## src/design/flash_cmd_defs.vh

```
// opcodes, status field layouts and timing counts for the
// flash status / extended-address command block.
// assumes a 200 MHz ref_clk; included by bare name.
`ifndef FLASH_CMD_DEFS_VH
`define FLASH_CMD_DEFS_VH

// ---------------------------------------------------------------
// opcodes
// ---------------------------------------------------------------
`define OP_WREN      8'h06
`define OP_WRDI      8'h04
`define OP_VWREN     8'h50
`define OP_RDS1      8'h05
`define OP_RDS2      8'h35
`define OP_RDS3      8'h15
`define OP_WRS1      8'h01
`define OP_WRS2      8'h31
`define OP_WRS3      8'h11
`define OP_RDEXT     8'hc8
`define OP_WREXT     8'hc5
`define OP_EN4B      8'hb7
`define OP_EX4B      8'he9
`define OP_READ      8'h03

// ---------------------------------------------------------------
// status byte fields
// ---------------------------------------------------------------
// byte one: [7] srp_zero_protect [6] top/bottom [5:2] block protect [1] wel [0] busy
`define S1_WR_MASK   8'hfc
`define S1_WEL_BIT   1
`define S1_BUSY_BIT  0
// byte two: [6] complement [5:3] lock bits [1] quad enable [0] srp_one_protect
`define S2_WR_MASK   8'h7b
`define S2_LB_MASK   8'h38
`define S2_QE_MASK   8'h02
`define S2_SRP_ONE_PROTECT_MASK 8'h01
// byte three: [7] pin function [6:5] strength [2] scheme [1] addr dflt
`define S3_WR_MASK   8'he6
`define S3_ADP_BIT   1
`define S3_ADS_BIT   0

// ---------------------------------------------------------------
// bit counts and timing
// ---------------------------------------------------------------
`define CNT_BYTE     6'd8
`define CNT_ADDR3    6'd24
`define CNT_ADDR4    6'd32
`define CLK_PERIOD_PS    5000
`define SW_TIME_NS       1000000
`define SW_CYCLES ((`SW_TIME_NS * 1000 + `CLK_PERIOD_PS - 1) / `CLK_PERIOD_PS)
`define VREFRESH_TIME_NS 50
`define VREFRESH_CYCLES  ((`VREFRESH_TIME_NS * 1000) / `CLK_PERIOD_PS)

`endif

```

## src/design/flash_status_addr_cmds.v

```verilog
// status, extended-address and read command handling
// of a serial flash, oversampling the spi pins with ref_clk.
// assumes serial_clock half periods of at least 3 ref_clk cycles and
// an array whose mem_rdata is valid the cycle after mem_addr changes.
//
// Summary of operation
// - opcodes 05h, 35h, 15h read status byte one, two, three.
// - opcode sampled on rising edges; status shifted out msb first on falls.
// - status reads are accepted any time, even during a busy cycle.
// - status byte repeats while clocks run; chip select high ends it.
// - status writes touch writable fields only; lock bits stay set once set.
// - non-volatile write needs 06h first; refused when the latch is clear.
// - after 50h, write volatile copies only; srp_one_protect and lock bits never clear.
// - soft reset reloads the live status fields from non-volatile copies; arst_n clears both.
// - non-volatile write starts timed busy cycle; latch clears at its end.
// - volatile write applies promptly at chip select rise, busy stays low.
// - quad enable cannot be written while in quad command mode.
// - 01h with sixteen data bits writes bytes one and two; eight only one.
// - opcode C8h shifts the extended-address byte out msb first.
// - 3-byte mode uses extended byte as a31..a24; 4-byte mode ignores it.
// - C5h loads the extended-address byte only when the latch is set.
// - power-up and resets clear the extended-address byte to zero.
// - in 4-byte mode addressed commands overwrite extended byte with a31..a24.
// - B7h enters 32-bit addressing, E9h returns to 24-bit addressing.
// - 03h takes 24 or 32 address bits, then returns data msb first.
// - read address increments after each byte until chip select rises.
// - read ignored while busy; 03h honoured only in single-wire mode.
`timescale 1ns/1ps
`include "flash_cmd_defs.vh"

module flash_status_addr_cmds #(
   parameter [31:0] STATUS_WRITE_CYCLES = `SW_CYCLES
) (
   input wire ref_clk,
   input wire arst_n,
   input wire soft_reset,
   input wire chip_select_n,
   input wire serial_clock,
   input wire [3:0] io_in,
   output reg [3:0] io_out,
   output reg [3:0] io_oe_n,
   input wire quad_command_mode,
   input wire array_busy,
   output reg [31:0] mem_addr,
   output reg mem_rd,
   input wire [7:0] mem_rdata,
   output reg status_write_busy,
   output reg write_enable_latch,
   output reg address_width_select,
   output reg [7:0] status_one_cfg,
   output reg [7:0] status_two_cfg,
   output reg [7:0] status_three_cfg,
   output reg [7:0] upper_address_byte
);

   // ---------------------------------------------------------------
   // states
   // ---------------------------------------------------------------
   localparam [4:0] ST_OPC = 5'b00001;
   localparam [4:0] ST_ADDR = 5'b00010;
   localparam [4:0] ST_DIN = 5'b00100;
   localparam [4:0] ST_DOUT = 5'b01000;
   localparam [4:0] ST_SKIP = 5'b10000;

   wire [5:0] pins_s;
   reg cs_q;
   reg sck_q;
   reg [4:0] state;
   reg [7:0] cmd;
   reg cmd_ok;
   reg [31:0] in_sh;
   reg [5:0] cnt;
   reg [1:0] byte_cnt;
   reg [7:0] data0;
   reg [7:0] data1;
   reg [7:0] out_sh;
   reg [2:0] out_cnt;
   reg vol_en;
   reg [31:0] sw_cnt;
   reg [7:0] nv_one;
   reg [7:0] nv_two;
   reg [7:0] nv_three;
   reg [7:0] next_one;
   reg [7:0] next_two;
   reg [7:0] next_three;
   reg [7:0] src_byte;
   reg [7:0] out_byte;
   reg [31:0] next_addr;
   reg do_one;
   reg do_two;
   reg do_three;

   // ---------------------------------------------------------------
   // pin synchronisation and edge detection
   // ---------------------------------------------------------------
   sync_2ff #(.WIDTH(6)) u_sync (
      .ref_clk(ref_clk),
      .arst_n(arst_n),
      .d({chip_select_n, serial_clock, io_in}),
      .q(pins_s)
   );

   wire cs_s = pins_s[5];
   wire sck_s = pins_s[4];
   wire [3:0] io_s = pins_s[3:0];
   wire cs_rise = cs_s & ~cs_q;
   wire sck_rise = sck_s & ~sck_q & ~cs_s;
   wire sck_fall = ~sck_s & sck_q & ~cs_s;
   wire busy = array_busy | status_write_busy;
   wire [5:0] step = quad_command_mode ? 6'd4 : 6'd1;
   wire [5:0] next_cnt = cnt + step;
   // quad: io3..io0 per clock, msb nibble first
   wire [31:0] next_sh = quad_command_mode ? {in_sh[27:0], io_s} :
      {in_sh[30:0], io_s[0]};
   wire [5:0] addr_len = address_width_select ? `CNT_ADDR4 : `CNT_ADDR3;
   wire is_status_rd = (next_sh[7:0] == `OP_RDS1) ||
      (next_sh[7:0] == `OP_RDS2) || (next_sh[7:0] == `OP_RDS3);

   // ---------------------------------------------------------------
   // merged status values for a pending write
   // ---------------------------------------------------------------
   // base: live copy if volatile, else stored copy
   always @*
   begin
      next_one = vol_en ? status_one_cfg : nv_one;
      next_two = vol_en ? status_two_cfg : nv_two;
      next_three = vol_en ? status_three_cfg : nv_three;
      do_one = (cmd == `OP_WRS1);
      do_two = (cmd == `OP_WRS2) ||
         ((cmd == `OP_WRS1) && (byte_cnt == 2'd2));
      do_three = (cmd == `OP_WRS3);
      // only writable fields move
      next_one = (next_one & ~`S1_WR_MASK) |
         (data0 & `S1_WR_MASK);
      if (cmd == `OP_WRS1)
      begin
         next_two = (next_two & ~`S2_WR_MASK) | (data1 & `S2_WR_MASK);
      end
      else
      begin
         next_two = (next_two & ~`S2_WR_MASK) | (data0 & `S2_WR_MASK);
      end
      // lock bits stay set once set
      next_two = next_two | (nv_two & `S2_LB_MASK) |
         (status_two_cfg & `S2_LB_MASK);
      if (vol_en)
      begin
         next_two = next_two |
            (status_two_cfg & `S2_SRP_ONE_PROTECT_MASK);
      end
      if (quad_command_mode)
      begin
         next_two = (next_two & ~`S2_QE_MASK) |
            (status_two_cfg & `S2_QE_MASK);
      end
      next_three = (next_three & ~`S3_WR_MASK) | (data0 & `S3_WR_MASK);
   end

   // ---------------------------------------------------------------
   // output byte source and address formation
   // ---------------------------------------------------------------
   always @*
   begin
      src_byte = 8'h00;
      if (cmd == `OP_RDS1)
      begin
         // busy and latch are live, so polling sees them change
         src_byte = {status_one_cfg[7:2], write_enable_latch,
            busy};
      end
      else if (cmd == `OP_RDS2)
      begin
         src_byte = status_two_cfg & `S2_WR_MASK;
      end
      else if (cmd == `OP_RDS3)
      begin
         src_byte = (status_three_cfg & `S3_WR_MASK) |
            {7'h00, address_width_select};
      end
      else if (cmd == `OP_RDEXT)
      begin
         src_byte = upper_address_byte;
      end
      else if (cmd == `OP_READ)
      begin
         src_byte = mem_rdata;
      end
      out_byte = (out_cnt == 3'd0) ? src_byte : out_sh;
      if (address_width_select)
      begin
         next_addr = next_sh;
      end
      else
      begin
         next_addr = {upper_address_byte, next_sh[23:0]};
      end
   end

   // ---------------------------------------------------------------
   // command engine
   // ---------------------------------------------------------------
   // one process owns all control state so cs rise, the timer and
   // soft reset are ordered by plain priority
   always @(posedge ref_clk or negedge arst_n)
   begin
      if (!arst_n)
      begin
         cs_q <= 1'b1;
         sck_q <= 1'b0;
         state <= ST_OPC;
         cmd <= 8'h00;
         cmd_ok <= 1'b0;
         in_sh <= 32'h0000_0000;
         cnt <= 6'd0;
         byte_cnt <= 2'd0;
         data0 <= 8'h00;
         data1 <= 8'h00;
         out_sh <= 8'h00;
         out_cnt <= 3'd0;
         vol_en <= 1'b0;
         sw_cnt <= 32'h0000_0000;
         nv_one <= 8'h00;
         nv_two <= 8'h00;
         nv_three <= 8'h00;
         io_out <= 4'h0;
         io_oe_n <= 4'hf;
         mem_addr <= 32'h0000_0000;
         mem_rd <= 1'b0;
         status_write_busy <= 1'b0;
         write_enable_latch <= 1'b0;
         address_width_select <= 1'b0;
         status_one_cfg <= 8'h00;
         status_two_cfg <= 8'h00;
         status_three_cfg <= 8'h00;
         upper_address_byte <= 8'h00;
      end
      else
      begin
         cs_q <= cs_s;
         sck_q <= sck_s;
         mem_rd <= 1'b0;
         if (soft_reset)
         begin
            // drop volatile values, reload stored ones
            status_one_cfg <= nv_one;
            status_two_cfg <= nv_two;
            status_three_cfg <= nv_three;
            address_width_select <= nv_three[`S3_ADP_BIT];
            upper_address_byte <= 8'h00;
            write_enable_latch <= 1'b0;
            status_write_busy <= 1'b0;
            vol_en <= 1'b0;
            cmd_ok <= 1'b0;
            state <= ST_OPC;
            cnt <= 6'd0;
            io_oe_n <= 4'hf;
         end
         else
         begin
            // self-timed write cycle
            if (status_write_busy)
            begin
               if (sw_cnt == STATUS_WRITE_CYCLES - 32'd1)
               begin
                  status_write_busy <= 1'b0;
                  write_enable_latch <= 1'b0;
               end
               else
               begin
                  sw_cnt <= sw_cnt + 32'd1;
               end
            end
            if (cs_rise)
            begin
               // select high ends the transfer, frees the pins
               state <= ST_OPC;
               cnt <= 6'd0;
               byte_cnt <= 2'd0;
               io_oe_n <= 4'hf;
               cmd_ok <= 1'b0;
               if (cmd_ok && (cmd != `OP_VWREN) && !is_status_cmd(cmd))
               begin
                  vol_en <= 1'b0;
               end
               if (cmd_ok)
               begin
                  if (cmd == `OP_WREN)
                  begin
                     write_enable_latch <= 1'b1;
                  end
                  else if (cmd == `OP_WRDI)
                  begin
                     write_enable_latch <= 1'b0;
                  end
                  else if (cmd == `OP_VWREN)
                  begin
                     vol_en <= 1'b1;
                  end
                  else if (cmd == `OP_EN4B)
                  begin
                     address_width_select <= 1'b1;
                  end
                  else if (cmd == `OP_EX4B)
                  begin
                     address_width_select <= 1'b0;
                  end
                  else if ((cmd == `OP_WREXT) && (byte_cnt != 2'd0) &&
                     write_enable_latch)
                  begin
                     upper_address_byte <= data0;
                     write_enable_latch <= 1'b0;
                  end
                  else if ((do_one || do_two || do_three) &&
                     (byte_cnt != 2'd0))
                  begin
                     if (vol_en)
                     begin
                        // live copies only
                        if (do_one)
                           status_one_cfg <= next_one;
                        if (do_two)
                           status_two_cfg <= next_two;
                        if (do_three)
                           status_three_cfg <= next_three;
                     end
                     else if (write_enable_latch)
                     begin
                        // refused when the latch is clear
                        status_write_busy <= 1'b1;
                        sw_cnt <= 32'h0000_0000;
                        if (do_one)
                        begin
                           nv_one <= next_one;
                           status_one_cfg <= next_one;
                        end
                        if (do_two)
                        begin
                           nv_two <= next_two;
                           status_two_cfg <= next_two;
                        end
                        if (do_three)
                        begin
                           nv_three <= next_three;
                           status_three_cfg <= next_three;
                        end
                     end
                  end
               end
            end
            else if (sck_rise)
            begin
               // sample on serial clock rise
               in_sh <= next_sh;
               cnt <= next_cnt;
               if (state == ST_OPC)
               begin
                  if (next_cnt == `CNT_BYTE)
                  begin
                     cmd <= next_sh[7:0];
                     cnt <= 6'd0;
                     out_cnt <= 3'd0;
                     cmd_ok <= 1'b1;
                     if (is_status_rd)
                     begin
                        state <= ST_DOUT;
                     end
                     else if (busy)
                     begin
                        state <= ST_SKIP;
                        cmd_ok <= 1'b0;
                     end
                     else if (next_sh[7:0] == `OP_RDEXT)
                     begin
                        state <= ST_DOUT;
                     end
                     else if (next_sh[7:0] == `OP_READ)
                     begin
                        state <= quad_command_mode ? ST_SKIP :
                           ST_ADDR;
                     end
                     else if (is_write_cmd(next_sh[7:0]))
                     begin
                        state <= ST_DIN;
                        byte_cnt <= 2'd0;
                     end
                     else if (is_bare_cmd(next_sh[7:0]))
                     begin
                        state <= ST_SKIP;
                     end
                     else
                     begin
                        state <= ST_SKIP;
                        cmd_ok <= 1'b0;
                     end
                  end
               end
               else if (state == ST_ADDR)
               begin
                  if (next_cnt == addr_len)
                  begin
                     mem_addr <= next_addr;
                     mem_rd <= 1'b1;
                     state <= ST_DOUT;
                     out_cnt <= 3'd0;
                     if (address_width_select)
                     begin
                        upper_address_byte <= next_sh[31:24];
                     end
                  end
               end
               else if (state == ST_DIN)
               begin
                  if (next_cnt == `CNT_BYTE)
                  begin
                     cnt <= 6'd0;
                     if (byte_cnt == 2'd0)
                        data0 <= next_sh[7:0];
                     else if (byte_cnt == 2'd1)
                        data1 <= next_sh[7:0];
                     if (byte_cnt != 2'd2)
                        byte_cnt <= byte_cnt + 2'd1;
                  end
               end
            end
            else if (sck_fall && (state == ST_DOUT))
            begin
               // new byte at each boundary: status repeats, data streams
               out_cnt <= out_cnt + step[2:0];
               if (quad_command_mode)
               begin
                  io_out <= out_byte[7:4];
                  io_oe_n <= 4'h0;
                  out_sh <= {out_byte[3:0], 4'h0};
               end
               else
               begin
                  io_out <= {2'b00, out_byte[7], 1'b0};
                  io_oe_n <= 4'hd;
                  out_sh <= {out_byte[6:0], 1'b0};
               end
               if ((out_cnt == 3'd0) && (cmd == `OP_READ))
               begin
                  mem_addr <= mem_addr + 32'd1;
                  mem_rd <= 1'b1;
               end
            end
         end
      end
   end

   // ---------------------------------------------------------------
   // opcode classes
   // ---------------------------------------------------------------
   function is_status_cmd;
      input [7:0] op;
      begin
         is_status_cmd = (op == `OP_RDS1) || (op == `OP_RDS2) ||
            (op == `OP_RDS3);
      end
   endfunction

   function is_write_cmd;
      input [7:0] op;
      begin
         is_write_cmd = (op == `OP_WRS1) || (op == `OP_WRS2) ||
            (op == `OP_WRS3) || (op == `OP_WREXT);
      end
   endfunction

   function is_bare_cmd;
      input [7:0] op;
      begin
         is_bare_cmd = (op == `OP_WREN) || (op == `OP_WRDI) ||
            (op == `OP_VWREN) || (op == `OP_EN4B) || (op == `OP_EX4B);
      end
   endfunction

endmodule // flash_status_addr_cmds

```

## src/design/sync_2ff.v

```verilog
// two flip-flop synchroniser for a bundle of asynchronous levels.
// assumes independent level bits.
`timescale 1ns/1ps

module sync_2ff #(
   parameter WIDTH = 1
) (
   input wire ref_clk,
   input wire arst_n,
   input wire [WIDTH-1:0] d,
   output reg [WIDTH-1:0] q
);

   reg [WIDTH-1:0] meta;

   // ---------------------------------------------------------------
   // capture stages
   // ---------------------------------------------------------------
   // meta feeds only the second stage
   always @(posedge ref_clk or negedge arst_n)
   begin
      if (!arst_n)
      begin
         meta <= {WIDTH{1'b1}};
         q <= {WIDTH{1'b1}};
      end
      else
      begin
         meta <= d;
         q <= meta;
      end
   end

endmodule // sync_2ff

```

## config.mk

```make
export PLATFORM = sky130hd
export DESIGN_NAME = flash_status_addr_cmds
export DESIGN_NICKNAME = d
export VERILOG_FILES = /design/src/design/flash_status_addr_cmds.v /design/src/design/sync_2ff.v
export VERILOG_INCLUDE_DIRS = /design/src /design/src/design
export SDC_FILE = /design/constraint.sdc
export NUM_CORES = 1
export LEC_CHECK = 0
export ABC_AREA = 1
export ABC_CLOCK_PERIOD_IN_PS = 2200
export BUFFER_PORTS_ARGS = -buffer_cell sky130_fd_sc_hd__buf_2
export CAP_MARGIN = 20
export CORE_MARGIN = 5
export CORE_UTILIZATION = 50
export DETAILED_ROUTE_END_ITERATION = 6
export PLACE_DENSITY = 0.68
export SETUP_SLACK_MARGIN = 0.15
export SYNTH_ARGS = -nofsm -noshare
export SYNTH_HDL_FRONTEND = slang
export SYNTH_HIERARCHICAL = 1
export SYNTH_SLANG_ARGS = --single-unit
```

## constraint.sdc

```tcl
create_clock -name ref_clk -period 2.2 [get_ports ref_clk]
set_input_delay 0.11 -clock ref_clk [delete_from_list [all_inputs] [get_ports ref_clk]]
set_output_delay 0.11 -clock ref_clk [all_outputs]
set_load 0.01 [all_outputs]
```

## Word level (Yosys, flattened, before mapping)

Cells that the tools add are included.

| storage, ports and cells | value |
|---|---|
| output and inout bits | 76 |
| flip-flop bits (word level) | 226 |
| input bits | 19 |
| logic and storage cells | 390 |

| operators by class | value |
|---|---|
| bitwise operators | 32 |
| reductions and logical operators | 63 |
| mux-type cells | 193 |
| $add $sub $neg | 5 |
| equal/unequal tests | 67 |

Operator list:

| operator | number |
|---|---|
| 32-bit 2-to-1 mux | 21 |
| 8-bit 2-to-1 mux | 64 |
| 5-bit 2-to-1 mux | 14 |
| 32-bit by 1-bit adder with 32-bit output (second input constant) | 2 |
| 8-bit == test (second input constant) | 8 |
| 1-bit 2-to-1 mux | 59 |
| 8-bit by 3-bit == test with 1-bit output (second input constant) | 6 |
| 6-bit 2-to-1 mux | 8 |
| 3-bit != test (second input constant) | 13 |
| 13-bit AND reduction | 3 |
| 3-bit nonzero test | 11 |
| 32-bit by 18-bit == test with 1-bit output (second input constant) | 1 |
| 8-bit by 5-bit == test with 1-bit output (second input constant) | 4 |
| 8-bit by 6-bit == test with 1-bit output (second input constant) | 4 |
| 2-bit 2-to-1 mux | 14 |
| 4-bit 2-to-1 mux | 6 |
| 3-bit 2-to-1 mux | 7 |
| 1-bit inverter | 17 |
| 8-bit by 1-bit == test with 1-bit output (second input constant) | 2 |
| 8-bit by 2-bit == test with 1-bit output (second input constant) | 2 |
| 8-bit by 7-bit == test with 1-bit output (second input constant) | 2 |
| 2-bit != test (second input constant) | 8 |
| 8-bit by 1-bit bitwise OR with 8-bit output | 2 |
| 8-bit by 6-bit bitwise OR with 8-bit output | 2 |
| 40 further kinds | 80 |

## Longest topological paths before layout

| logic depth | value |
|---|---|
| word-level depth | 22 |
| mapped depth | 17 |
| mapped depth without buffers | 15 |

## Cells and area by module

The synthesis kept the hierarchy.

By module, submodules not included:

| module | sequential area each (um^2) | cells each | instances | area an instance (um^2) |
|---|---|---|---|---|
| flash_status_addr_cmds | 5,260.0 | 1,864 | 1 | 12,719.7 |
| sync_2ff | 315.3 | 12 | 1 | 315.3 |

## Worst setup path before layout

No wires, ideal clock.

| timing path | value |
|---|---|
| kind | input-to-reg |
| start | input port quad_command_mode |
| end | register data1[3] |
| arrival time | 1.967 ns |
| path slack | 0.105 ns |
| cell stages on the path | 14 |
| data required time | 2.072 ns |
| cell sequence | buf_4 > inv_1 > buf_4 > ha_1 > ha_1 > xnor2_1 > nand2_1 > nor2_2 > nand3_4 > nor3_2 > nand2_1 > buf_4 > nand2_1 > o21ai_2 |

| between the ends | value |
|---|---|
| longest elaborated chain between the ends | 4 |
| elaborated cells on any way between the ends | 5 |
| classes of those cells | 1 x add/sub; 1 x eq/ne; 2 x mux; 1 x reduce/logical |

RTL lines:

| element | line | text |
|---|---|---|
| start, declared | flash_status_addr_cmds.v:42 | `input wire quad_command_mode,` |
| 3-bit 2-to-1 mux | flash_status_addr_cmds.v:110 | `wire [5:0] step = quad_command_mode ? 6'd4 : 6'd1;` |
| 6-bit by 3-bit adder with 6-bit output | flash_status_addr_cmds.v:111 | `wire [5:0] next_cnt = cnt + step;` |
| 6-bit by 4-bit == test with 1-bit output (no line) | n/a |  |
| 9-bit AND reduction (no line) | n/a |  |
| end signal, assigned | flash_status_addr_cmds.v:419 | `data1 <= next_sh[7:0];` |
| end, declared | flash_status_addr_cmds.v:75 | `reg [7:0] data1;` |

Several ways; a longest one is shown, not always the timed one.
A chain may end at the register's enable or synchronous reset.

## Worst setup path in the final report

| timing path | value |
|---|---|
| start | register cnt[2] |
| end | register mem_addr[26] |

| between the ends | value |
|---|---|
| longest elaborated chain between the ends | 4 |

RTL lines:

| element | line | text |
|---|---|---|
| start, declared | flash_status_addr_cmds.v:72 | `reg [5:0] cnt;` |
| start signal, assigned | flash_status_addr_cmds.v:354 | `cnt <= next_cnt;` |
| 6-bit by 3-bit adder with 6-bit output | flash_status_addr_cmds.v:111 |  |
| 6-bit == test | flash_status_addr_cmds.v:399 | `if (next_cnt == addr_len)` |
| 2-bit by 1-bit != test with 1-bit output (no line) | n/a |  |
| 7-bit AND reduction (no line) | n/a |  |
| end signal, assigned | flash_status_addr_cmds.v:401 | `mem_addr <= next_addr;` |
| end signal, assigned | flash_status_addr_cmds.v:443 | `mem_addr <= mem_addr + 32'd1;` |
| end, declared | flash_status_addr_cmds.v:44 | `output reg [31:0] mem_addr,` |

Every way passes these cells.

==> impl_metrics.ini <==
[worst_hold_path]
holdPathStages = 5
worst_hold_startpoint = array_busy
worst_min_delay_path_category = in -> reg
hold-path-endpoint = cmd_ok

[clock_tree]
cts.clk_slew.worst_paths_ps = 60
cts.root.buffer_cell = clkbuf_16
insertion_delay_ps = 530
cts.sinks = 222
max-clock-path-buffers = 3
clock_tree.htree_level_count = 1
cts_tree = yes
cts_buffers = 26

[global_routing]
grt_antenna_before_repair = 0
pin_count_of_the_biggest_net_entering_global_routing = 66
most_crowded_layer_after_global_routing = met2
grtUsageMet1 = 0.3772
globalRouteMet3Util = 0.04666
met2_usage_in_global_routing = 0.4367
grt_pass1_vias = 12270
grtUsageTotal = 0.2685
global_route_wire_length_before_repair_um = 63750
globalRoute.totalOverflow = 0

[synthesis]
synthDominantCellAreaShare = 0.3955
synth.yosys.warnings = 6
mappedNetlistArea_um2 = 13040
mappedNetlistNets = 1905
yosys.cell_types.count = 46
synth_compound_area_frac = 0.1125
yosysTopAreaCell = dfrtp_1
post_synth_inst_count = 1876
arithmetic_cell_share_of_the_synthesized_area_counting_full_adders_half_adders_and_majority_gates = 0.009599
postSynthAreaPerCell_um2 = 6.948
synth_enable_flop_cells = 0
multiplexer_share_of_the_synthesized_area = 0.0007679
synthSimpleGateAreaFrac = 0.3596
yosys_register_bits = 222
synth_xor_xnor_area_share = 0.01411
synth_top_family_by_area = simple AND/OR/NAND/NOR gates
synth_seq_area_share = 0.4277
synth_async_sr_flop_share = 1.000
synth_ff_type = dfrtp_1
synth_top_cells_by_area = dfrtp_1 40%, nand2_1 20%, nor2_1 6.3%, o21ai_0 4.8%, inv_1 4.6%

[worst_setup_path]
type_of_the_worst_setup_path = reg -> reg
critical_path.max_fanout = 6
worst_r2r_endpoint = mem_addr[26]
worstSetupStartpoint = cnt[2]
critical_path_endpoint_category = flip-flop
reg2reg_setup_slack_ps = 110
setup.worst_path.start_class = flip-flop
critical_path.reg2reg.startpoint = cnt[2]
cp_data_required_time_ps = 2620
data_arrival_time_of_the_critical_path_ps = 2510
timing.reg2reg.worst_path_depth = 11

[sta]
max_slew.worst_pin.slew_ps = 555.7
rsz0062_at_grt = true
clock.fmax_mhz = 477.5
setup_viol_count_final = 0
timing.slew.headroom = 0.6271
clock-skew-final_ps = 9.389
final-hold-violation-count = 0
post-route-worst-setup-slack_ps = 105.8
report.final.slew_viol_count = 0
min_clock_period_post_route_ps = 2094
final_min_period_over_clock_period = 0.9519

[power_and_ir_drop]
power.share.combinational = 0.170
power.switching_fraction = 0.2930
p_total_uw = 11150
total_leakage_power_uw = 0.007843
power_density_nw_per_um2 = 698.8
intPower_uw = 7880
worst_ir_drop_vdd_v = 0.0006994
p_switching_uw = 3266
seqPwrFrac = 0.413
clock_power_share = 0.417

[drt]
routed_wirelength_um = 39790
ant_nets = 0
vias_per_cell = 5.422
1st_pass_router_iterations = 6
drc_errors = 0
vias = 12990
wl_per_cell_um = 16.61
drt_iter0_markers = 1324

[place]
io_buffers = 94
globalplace.congestion = 0.9624
preCtsSetupSlack_ps = -9.557
dp_hpwl_um = 29100

[finish]
flow.area_growth_from_synthesis_pct = 22.37
antenna-diode-count = 0
final_common_cell = nand2_1
final_layout_size_suffix_gt1_frac = 0.1868
final_cell_mix = 649 x nand2_1, 207 x nor2_1, 204 x dfrtp_1, 159 x inv_1, 120 x o21ai_0
finish.utilization = 0.6173
num-nets-final = 2070

[floorplan]
die_w_um = 171.5
floorplan.initialDensity = 0.5045
dieArea_um2 = 29400
placeableCoreArea_um2 = 25840
vertical_die_dimension_um = 171.5
row_count = 59
i_o_pin_count = 95

[run]
drv_cap = 0

[outcome]
run_status = finished, final reports clean
[what timing repair did]
action,CTS,global route
resized for setup,20,91
endpoints found under the setup margin,84,145
setup buffers,7,12
gates cloned,1,4
endpoints found under the hold margin,213,0
hold buffers,8,0
pin swaps,10,19
[area by class of cell]
type,count,area [um^2]
Clock buffer,36,793.3
Clock inverter,12,146.4
Fill cell,2364,9887
Inverter,171,641.9
Multi-Input combinational cell,1416,6872
Sequential cell,222,5578
Tap cell,335,419.2
Timing Repair Buffer,204,1500
[cell usage after synthesis (10+ instances only)]
cell type and instances:
nand2_1 683, nor2_1 219, dfrtp_1 206, inv_1 161, o21ai_0 126, nand3_1 83, o21ai_1 61, a21oi_1 58
nand4_1 48, clkbuf_1 31, buf_2 18, nor3_1 17, dfstp_2 16, xor2_1 16, nand3b_1 14, ha_1 10
inv_2 10
[stage by stage]
| step | setup TNS, ps | instances | hold WS [ps] | instance area (um^2) |
|---|---|---|---|---|
| floorplan | 0 | 1876 | -185.6 | 13040 |
| global route | 0 | 2396 | 39.73 | 15950 |
| global placement | 0 | 2316 | 33.09 | 14280 |
| detailed placement | -20.82 | 2316 | 34.56 | 14280 |
| CTS | 0 | 2380 | 26.78 | 15450 |
| finish | 0 | 2396 | 45.13 | 15950 |
[kinds of logic after synthesis]
| kind of cell | Yosys count |
|---|---|
| compound gates | 275 |
| xor+xnor | 21 |
| fa+ha+maj | 10 |
| buf+inv | 239 |
| flops | 222 |
| mux | 1 |
| simple gates | 1108 |
[how the worst max path moves through the flow]
stage,slack (ps),to,cells after the start
after global routing,20,data1[0],11
after floorplan,150,data1[3],14
after CTS,80,status_two_cfg[5],9
final,110,mem_addr[26],11
after global placement,100,mem_addr[4],12
after detailed placement,-10,mem_addr[3],10
[sequential cells by signal, summed over array words and instances (netlist names), 3 cells and up]
signal / cells
mem_addr: 32
sw_cnt: 32
in_sh: 31
cmd: 8
data0: 8
nv_one: 8
nv_three: 8
nv_two: 8
status_one_cfg: 8
status_three_cfg: 8
status_two_cfg: 8
upper_address_byte: 8
out_sh: 7
cnt: 6
data1: 6
u_sync/meta: 6
u_sync/q: 6
state: 5
io_out: 4
out_cnt: 3
[power groups by stage]
stage          sequential, uW  clock, uW  combinational [uW]
2_1_floorplan            4630          0                1080
3_3_place_gp             4660          0                1750
3_5_place_dp             4670          0                1780
4_1_cts                  4600       4730                1820
5_1_grt                  4640       4920                2130
6_report                 4610       4650                1890
[layer usage]
layer  vias to the layer above  routed length [um]
li1                       6339                   -
met1                      6177               17880
met2                       402               18270
met3                        74                2653
met4                         0                 985
met5                         -                   0
[worst max-delay path, stage by stage (launching register included)]
cell and delay [ps]:
dfrtp_1 410, ha_4 350, nand3_4 100, nand3_1 150
nand3_1 100, nand2_1 120, nand4_4 180, nand2_8 160
nand3_4 120, clkbuf_16 190, nand2_1 50, nand2_1 50
Power figures use the tool's default switching activity.
